File: config.mk
export PLATFORM = sky130hd
export DESIGN_NAME = numeric_copro_glue
export DESIGN_NICKNAME = d
export VERILOG_FILES = /design/src/rtl/copro_glue_pkg.sv /design/src/rtl/numeric_copro_glue.sv
export SDC_FILE = /design/constraint.sdc
export NUM_CORES = 1
export LEC_CHECK = 0
export BUFFER_PORTS_ARGS = -buffer_cell sky130_fd_sc_hd__buf_4
export CORE_MARGIN = 1.5
export CORE_UTILIZATION = 50
export CTS_BUF_LIST = sky130_fd_sc_hd__clkbuf_4 sky130_fd_sc_hd__clkbuf_8
export DETAILED_ROUTE_END_ITERATION = 6
export PLACE_DENSITY = 0.72
export SLEW_MARGIN = 20
export SYNTH_ARGS = -nofsm -noshare
export SYNTH_HDL_FRONTEND = slang
export SYNTH_SLANG_ARGS = --single-unit
File: constraint.sdc
create_clock -name I_CLOCK -period 1.5 [get_ports I_CLOCK]
set_input_delay 0.3 -clock I_CLOCK [delete_from_list [all_inputs] [get_ports I_CLOCK]]
set_output_delay 0.3 -clock I_CLOCK [all_outputs]
set_load 0.05 [all_outputs]
File: src/rtl/copro_glue_pkg.sv
`default_nettype none
package copro_glue_pkg;
  // clock figure used to turn times into cycle counts
  localparam int unsigned CLOCK_PERIOD_NS = 10;
  // least time an ISA cycle runs before the internal ready may end it
  localparam int unsigned ISA_MIN_CYCLE_NS = 30;
  // least time rounds up to whole clock cycles, never below one
  localparam int unsigned ISA_MIN_CYCLES_RAW =
    (ISA_MIN_CYCLE_NS + CLOCK_PERIOD_NS - 1) / CLOCK_PERIOD_NS;
  localparam int unsigned ISA_MIN_CYCLES =
    (ISA_MIN_CYCLES_RAW < 1) ? 1 : ISA_MIN_CYCLES_RAW;
  localparam int unsigned WAIT_CNT_W = 4;
  localparam logic [WAIT_CNT_W-1:0] WAIT_CNT_LAST = WAIT_CNT_W'(ISA_MIN_CYCLES - 1);
  localparam logic [WAIT_CNT_W-1:0] WAIT_CNT_RESET = 4'h0;

  // positions of the pin inputs in the synchroniser bank
  localparam int unsigned PIN_COUNT = 6;
  localparam int unsigned PIN_XFER_REQ = 0;
  localparam int unsigned PIN_BUSY_N = 1;
  localparam int unsigned PIN_ERR_N = 2;
  localparam int unsigned PIN_READY_N = 3;
  localparam int unsigned PIN_CHAN_READY = 4;
  localparam int unsigned PIN_ISA_CYCLE = 5;
  // value each synchroniser takes in reset: the inactive level of its pin
  localparam logic [PIN_COUNT-1:0] PIN_RESET_LEVEL = 6'h1e;

  // values of the outputs after reset
  localparam logic XFER_REQ_RESET = 1'h0;
  localparam logic BUSY_N_RESET = 1'h1;
  localparam logic ERR_N_RESET = 1'h1;
  localparam logic IRQ_RESET = 1'h0;
  localparam logic READY_N_RESET = 1'h1;
  localparam logic STATUS_ENABLE_RESET = 1'h0;
  localparam logic CHAN_READY_OE_RESET = 1'h0;
  localparam logic CHAN_READY_OUT_RESET = 1'h0;

  // internal ready sequencer for ISA and peripheral cycles
  typedef enum logic [1:0] {
    ISA_IDLE = 2'b00,
    ISA_WAIT = 2'b01,
    ISA_DONE = 2'b10
  } isa_state_t;
endpackage
`default_nettype wire

File: src/rtl/numeric_copro_glue.sv
// Functional notes
// RULE1: while the coprocessor transfer request input is high the transfer request output to the host is high.
// RULE2: the coprocessor drops its transfer request once all operands have passed through its FIFO.
// RULE3: an active-high interrupt output, meant for interrupt line 13, signals a coprocessor interrupt.
// RULE4: the active-low coprocessor busy input yields an active-low busy output to the host.
// RULE5: the active-low coprocessor error input yields an active-low error output to the host.
// RULE6: the coprocessor asserts its active-low ready to end a coprocessor bus cycle.
// RULE7: an active-high status enable output selects the coprocessor, whose status pins float while it is low.
// RULE8: a low channel ready input inserts wait states in ISA cycles and takes part in forming the host ready.
// RULE9: during a coprocessor reset cycle the channel ready pin is turned into a driven output.
// RULE10: the host ready is the OR of the coprocessor ready and the internally made ready.
// RULE11: after system reset busy, error, transfer request and interrupt outputs stay inactive until inputs assert.
`timescale 1ns/100ps
`default_nettype none
module numeric_copro_glue (
  input wire logic I_CLOCK,
  input wire logic I_RESET,
  input wire logic I_COPRO_XFER_REQ_IN,
  input wire logic I_COPRO_BUSY_IN_N,
  input wire logic I_COPRO_ERR_IN_N,
  input wire logic I_COPRO_READY_IN_N,
  input wire logic I_CHAN_READY_IN,
  input wire logic I_ISA_CYCLE,
  input wire logic I_COPRO_RESET_CYCLE,
  output logic O_HOST_XFER_REQ_OUT,
  output logic O_HOST_BUSY_OUT_N,
  output logic O_HOST_ERR_OUT_N,
  output logic O_COPRO_IRQ_OUT,
  output logic O_HOST_READY_OUT_N,
  output logic O_COPRO_STATUS_ENABLE,
  output logic O_CHAN_READY_OUT,
  output logic O_CHAN_READY_OE
);

  // raw pin bundle feeding the synchroniser bank
  wire [copro_glue_pkg::PIN_COUNT-1:0] pin_raw;
  logic [copro_glue_pkg::PIN_COUNT-1:0] sync_first;
  logic [copro_glue_pkg::PIN_COUNT-1:0] sync_second;
  logic reset_cycle_first;
  logic reset_cycle;
  copro_glue_pkg::isa_state_t isa_state;
  copro_glue_pkg::isa_state_t next_isa_state;
  logic [copro_glue_pkg::WAIT_CNT_W-1:0] wait_cnt;
  logic [copro_glue_pkg::WAIT_CNT_W-1:0] next_wait_cnt;

  // gather the pins so one generate loop synchronises them all;
  // the reset cycle request stays apart since it never needs masking
  assign pin_raw[copro_glue_pkg::PIN_XFER_REQ] = I_COPRO_XFER_REQ_IN;
  assign pin_raw[copro_glue_pkg::PIN_BUSY_N] = I_COPRO_BUSY_IN_N;
  assign pin_raw[copro_glue_pkg::PIN_ERR_N] = I_COPRO_ERR_IN_N;
  assign pin_raw[copro_glue_pkg::PIN_READY_N] = I_COPRO_READY_IN_N;
  assign pin_raw[copro_glue_pkg::PIN_CHAN_READY] = I_CHAN_READY_IN;
  assign pin_raw[copro_glue_pkg::PIN_ISA_CYCLE] = I_ISA_CYCLE;

  // two-flop synchroniser per pin; the first stage feeds only the second
  genvar g;
  generate
    for (g = 0; g < copro_glue_pkg::PIN_COUNT; g = g + 1)
    begin : g_sync
      always_ff @(posedge I_CLOCK)
      begin
        if (I_RESET)
        begin
          sync_first[g] <= copro_glue_pkg::PIN_RESET_LEVEL[g];
          sync_second[g] <= copro_glue_pkg::PIN_RESET_LEVEL[g];
        end
        else
        begin
          sync_first[g] <= pin_raw[g];
          sync_second[g] <= sync_first[g];
        end
      end
    end
  endgenerate

  // coprocessor reset cycle request is a pin too
  always_ff @(posedge I_CLOCK)
  begin
    if (I_RESET)
    begin
      reset_cycle_first <= 1'h0;
      reset_cycle <= 1'h0;
    end
    else
    begin
      reset_cycle_first <= I_COPRO_RESET_CYCLE;
      reset_cycle <= reset_cycle_first;
    end
  end

  // status pins float while the coprocessor is deselected, so they count only
  // when the enable was high three cycles back, in step with the synchroniser delay
  logic [2:0] enable_age;
  wire status_valid = enable_age[2];

  always_ff @(posedge I_CLOCK)
  begin
    if (I_RESET)
      enable_age <= 3'h0;
    else
      enable_age <= {enable_age[1:0], O_COPRO_STATUS_ENABLE};
  end

  // coprocessor indications qualified by status_valid, then the unqualified channel ready and isa cycle; all active high
  wire copro_req = status_valid & sync_second[copro_glue_pkg::PIN_XFER_REQ];
  wire copro_busy = status_valid & ~sync_second[copro_glue_pkg::PIN_BUSY_N];
  wire copro_err = status_valid & ~sync_second[copro_glue_pkg::PIN_ERR_N];
  wire copro_ready = status_valid & ~sync_second[copro_glue_pkg::PIN_READY_N];
  wire chan_ready = sync_second[copro_glue_pkg::PIN_CHAN_READY];
  wire isa_cycle = sync_second[copro_glue_pkg::PIN_ISA_CYCLE];

  // internal ready sequencer: count the least ISA cycle time, then hold for
  // as long as the channel ready pin is low
  wire wait_over = (wait_cnt == copro_glue_pkg::WAIT_CNT_LAST);
  // RULE8: channel ready wait states
  wire isa_release = wait_over & chan_ready & ~reset_cycle;
  wire internal_ready = (isa_state == copro_glue_pkg::ISA_WAIT) & isa_release;

  always_comb
  begin
    next_isa_state = isa_state;
    next_wait_cnt = wait_cnt;
    case (isa_state)
      copro_glue_pkg::ISA_IDLE:
      begin
        next_wait_cnt = copro_glue_pkg::WAIT_CNT_RESET;
        if (isa_cycle)
          next_isa_state = copro_glue_pkg::ISA_WAIT;
      end
      copro_glue_pkg::ISA_WAIT:
      begin
        // a cycle that ends before release gets no ready
        if (!isa_cycle)
          next_isa_state = copro_glue_pkg::ISA_IDLE;
        else if (isa_release)
          next_isa_state = copro_glue_pkg::ISA_DONE;
        else if (!wait_over)
          next_wait_cnt = wait_cnt + 4'h1;
      end
      copro_glue_pkg::ISA_DONE:
      begin
        // one ready per cycle; wait for the cycle to end
        if (!isa_cycle)
          next_isa_state = copro_glue_pkg::ISA_IDLE;
      end
      default:
        next_isa_state = copro_glue_pkg::ISA_IDLE;
    endcase
  end

  // sequencer state
  always_ff @(posedge I_CLOCK)
  begin
    if (I_RESET)
    begin
      isa_state <= copro_glue_pkg::ISA_IDLE;
      wait_cnt <= copro_glue_pkg::WAIT_CNT_RESET;
    end
    else
    begin
      isa_state <= next_isa_state;
      wait_cnt <= next_wait_cnt;
    end
  end

  // the coprocessor path is a level and holds ready low while its pin is low;
  // the isa path gives a single pulse per cycle
  // RULE10: or of both readies
  wire next_host_ready_n = ~(copro_ready | internal_ready);

  // deselecting during the reset cycle keeps the floating status pins out of the relay
  // RULE7: chip select low during reset cycle
  wire next_status_enable = ~reset_cycle;

  // host-facing status outputs, registered
  always_ff @(posedge I_CLOCK)
  begin
    if (I_RESET)
    begin
      // RULE11: inactive after reset
      O_HOST_XFER_REQ_OUT <= copro_glue_pkg::XFER_REQ_RESET;
      O_HOST_BUSY_OUT_N <= copro_glue_pkg::BUSY_N_RESET;
      O_HOST_ERR_OUT_N <= copro_glue_pkg::ERR_N_RESET;
      O_COPRO_IRQ_OUT <= copro_glue_pkg::IRQ_RESET;
      O_HOST_READY_OUT_N <= copro_glue_pkg::READY_N_RESET;
      O_COPRO_STATUS_ENABLE <= copro_glue_pkg::STATUS_ENABLE_RESET;
    end
    else
    begin
      // RULE1: relay transfer request
      O_HOST_XFER_REQ_OUT <= copro_req;
      // RULE4: relay busy
      O_HOST_BUSY_OUT_N <= ~copro_busy;
      // RULE5: relay error
      O_HOST_ERR_OUT_N <= ~copro_err;
      // RULE3: interrupt from exception
      O_COPRO_IRQ_OUT <= copro_err;
      O_HOST_READY_OUT_N <= next_host_ready_n;
      O_COPRO_STATUS_ENABLE <= next_status_enable;
    end
  end

  // channel ready pin: driven low only during a coprocessor reset cycle
  // released, the pin returns to its bus pull-up and the sync sees it two edges on
  always_ff @(posedge I_CLOCK)
  begin
    if (I_RESET)
    begin
      O_CHAN_READY_OE <= copro_glue_pkg::CHAN_READY_OE_RESET;
      O_CHAN_READY_OUT <= copro_glue_pkg::CHAN_READY_OUT_RESET;
    end
    else
    begin
      // RULE9: pin turns to output
      O_CHAN_READY_OE <= reset_cycle;
      O_CHAN_READY_OUT <= 1'h0; // holds the bus in wait while driven
    end
  end

endmodule // numeric_copro_glue
`default_nettype wire

==> key figures <==
Detailed routing
  • Top layer in use: met4
  • Antenna-violating nets left: 0
  • Initial DRC count: 8
  • DRT Wirelength: 1.58 mm
  • Met3 routed WL: 82 µm
  • Via count: 664
  • Post-DR wirelength/cell: 11.4 µm
  • Vias per std cell: 4.81
  • Drt drc: 0
  • Met2 WL: 851 µm
  • Pre-antenna DRT Iters: 4
  • Wl on met1: 618 µm

STA
  • Final hold vios: 0
  • Tcrit/Tclk final: 92.1%
  • Worst Skew: 0.00318 ns
  • Achievable Freq: 724 MHz
  • Min Clock Period, post-route: 1.38 ns
  • Max Slew Vio Count: 0
  • Setup TNS: 0 ns
  • Final setup viols: 0
  • Unrepaired setup endpoints after global routing: no

Worst setup path
  • Setup crit start: wait_cnt[0]$_SDFFE_PP0P_
  • Crit-path max FO: 4
  • Data arrival time of the critical path: 1.58 ns
  • CP Depth: 5
  • Crit-path slowest cell: dfxtp_1
  • Reg2reg path depth: 5
  • Worst Setup EP: wait_cnt[0]$_SDFFE_PP0P_
  • CP Launch Type: register
  • CP bufs+invs: 1
  • Largest stage delay, worst path: 0.39 ns
  • Kind of critical path: register to register
  • Reg2reg end: wait_cnt[0]$_SDFFE_PP0P_
  • CP required: 1.70 ns
  • CP Cell Sequence: inv_1 > ha_1 > and4bb_2 > o31ai_1 > a21oi_1
  • CP Capture Type: register
  • R2R Path Start: wait_cnt[0]$_SDFFE_PP0P_
  • CP delay by family, top: flip-flops
  • R2r setup slk: 0.12 ns

Floorplan
  • Die height: 47.9 µm
  • Die boundary width: 47.9 µm
  • # IOs: 17
  • Placement Rows: 16
  • Initial Utilization: 52.5%
  • Core area: 1920 µm²
  • Die ar.: 2300 µm²

Logic synthesis
  • Syn nets: 103
  • Post-synthesis sequential area ratio: 59.5%
  • Flops & latches, synth: 30
  • Number of synthesis warnings: 0
  • Mapped Area: 1010 µm²
  • Cell count after synthesis: 92
  • Post-synthesis cell type count: 28
  • Avg Synthesized Cell Area: 11.0 µm²

Global routing
  • Vias in the first global route: 628
  • Wire length of the first global-routing pass: 2.46 mm
  • Largest net degree at the start of global routing: 30
  • Total gr overflow: 0
  • GRT Util Overall: 16.9%
  • Initial antenna violation count: 0

Power and ir drop
  • Net load switching power: 0.000297 W
  • Sw Ratio: 19.3%
  • Internal power: 0.00124 W
  • Part of the power in registers: 53.8%
  • Comb pwr share: 4.6%
  • Clk pwr share: 41.6%
  • Total power draw: 0.00154 W
  • Leak Pwr: 0.488 nW
  • Peak VDD IR: 0.000773 V
  • Pwr Density: 1270 nW/µm²

Placement
  • GP Congestion: 0.777
  • I/O Buffers: 15
  • Cell count after placement: 130
  • Total placed instance area: 1130 µm²
  • Hpwl dp: 1.11 mm

Final layout
  • Layout area overhead: 20.6%
  • Post-route cell area: 1220 µm²
  • Fill cells: 183
  • Most common cell after layout, fill and taps aside: dfxtp_1
  • Layout cells sized above 1: 31.5%
  • Layout Nets: 121
  • Most frequent cells in the layout: dfxtp_1 (30), buf_4 (15), nor2b_1 (14)
  • Diode count: 0
  • Finished Layout Cells: 138

Clock network
  • Setup bufs post-CTS: 0
  • Root buf cell: clkbuf_4
  • Sink Count: 30
  • Post_cts resized: 0
  • Post-CTS Hold Fix Bufs: 0
  • CTS tree: yes
  • CTS buffer count: 5
  • Worst-path clk slew: 0.09 ns
  • H-tree depth: 2
  • Max clock buf depth: 2
  • Clock Latency Late Sink: 0.31 ns

Flow run
  • Maxcap violations: 0

Hold path
  • Hold WC Path Type: input port to register

Outcome
  • Status: finished, final reports clean
==> through the flow <==
| stage | utilization, % | setup WS, ns | hold slack, ns |
|---|---|---|---|
| detailed placement | 59.0 | 0.123 | 0.393 |
| finish | 63.3 | 0.119 | 0.165 |
| global placement | 59.0 | 0.189 | 0.384 |
| global route | 63.3 | 0.0366 | 0.133 |
| floorplan | - | 0.231 | 0.379 |
| CTS | 63.3 | 0.113 | 0.144 |
==> routing by layer <==
layer	GRT usage (%)	up-vias
li1	-	339
met1	14.9	307
met2	30.1	15
met3	7.92	3
met4	11.4	0
met5	0	-
==> worst reg2reg max path, cell delays in order, from the launching register on <==
cell and delay [ns]:
dfxtp_1 0.39, inv_1 0.08, ha_1 0.21, and4bb_2 0.24
o31ai_1 0.25, a21oi_1 0.10
==> power groups by stage <==
| stage | combinational, W | clock, W | sequential [W] |
|---|---|---|---|
| final | 0.0000709 | 0.000641 | 0.000828 |
| after global placement | 0.0000695 | 0 | 0.000846 |
| after global routing | 0.0000783 | 0.000706 | 0.000831 |
| after detailed placement | 0.0000717 | 0 | 0.000847 |
| after floorplan | 0.0000401 | 0 | 0.000855 |
| after CTS | 0.0000720 | 0.000667 | 0.000829 |
==> final cells by class <==
cell class	instances	area, µm²	area share, %
flip-flops and latches	30	601	49.3
multi-input cells	55	377	30.9
repair buffers	15	113	9.25
clock buffers	7	52.6	4.32
well taps	27	33.8	2.77
clock inverters	1	30.0	2.47
inverters	3	11.3	0.925
==> synthesized netlist by cell type, drive strengths merged <==
library cell	n	share of area, %
o221ai	1	1.5
clkbuf	1	0.37
nor2	2	0.74
nand4	2	1.2
buf	3	1.7
or2b	1	0.74
nor3b	1	0.74
or4b	1	0.99
or3b	1	0.87
a311oi	1	0.87
ha	2	2.5
o31ai	2	1.5
and2	1	0.62
nand2	2	0.74
inv	3	1.1
and4bb	1	1.2
conb	1	0.37
a21oi	4	2.0
o32ai	1	0.87
nand3	2	0.99
nand2b	3	1.9
nor2b	14	8.7
nand4b	2	1.7
dfxtp	30	59
or2	8	5.0
a21o	1	0.74
and2b	1	0.87
==> sequential cells by signal, summed over array words and instances, names as in the netlist <==
signal	cells
sync_first	6
reset_cycle	1
enable_age	3
sync_second	4
O_HOST_ERR_OUT_N	1
O_COPRO_STATUS_ENABLE	1
chan_ready	1
O_HOST_BUSY_OUT_N	1
isa_cycle	1
O_HOST_XFER_REQ_OUT	1
isa_state	2
O_COPRO_IRQ_OUT	1
reset_cycle_first	1
wait_cnt	4
O_CHAN_READY_OE	1
O_HOST_READY_OUT_N	1
==> worst min-delay path by stage <==
stage	startpoint	endpoint	slack (ns)	cells after the start
floorplan	sync_second[2]$_SDFF_PP1_	O_COPRO_IRQ_OUT$_SDFF_PP0_	0.38	1
global placement	sync_second[2]$_SDFF_PP1_	O_COPRO_IRQ_OUT$_SDFF_PP0_	0.38	1
detailed placement	sync_first[4]$_SDFF_PP1_	chan_ready$_SDFF_PP1_	0.39	1
CTS	I_CHAN_READY_IN	sync_first[4]$_SDFF_PP1_	0.14	2
global route	I_CHAN_READY_IN	sync_first[4]$_SDFF_PP1_	0.13	2
finish	I_CHAN_READY_IN	sync_first[4]$_SDFF_PP1_	0.16	2
==> logic make-up (layout without fill, tap and decap cells) <==
logic type	after synthesis	after routing	synth area share, %
simple gates	42	42	27.0
flops	30	30	59.5
compound gates	10	10	7.43
buf+inv	7	26	3.22
fa+ha+maj	2	2	2.48
other cells	1	1	0.371
Note: power is estimated with default switching activity, not from simulation.
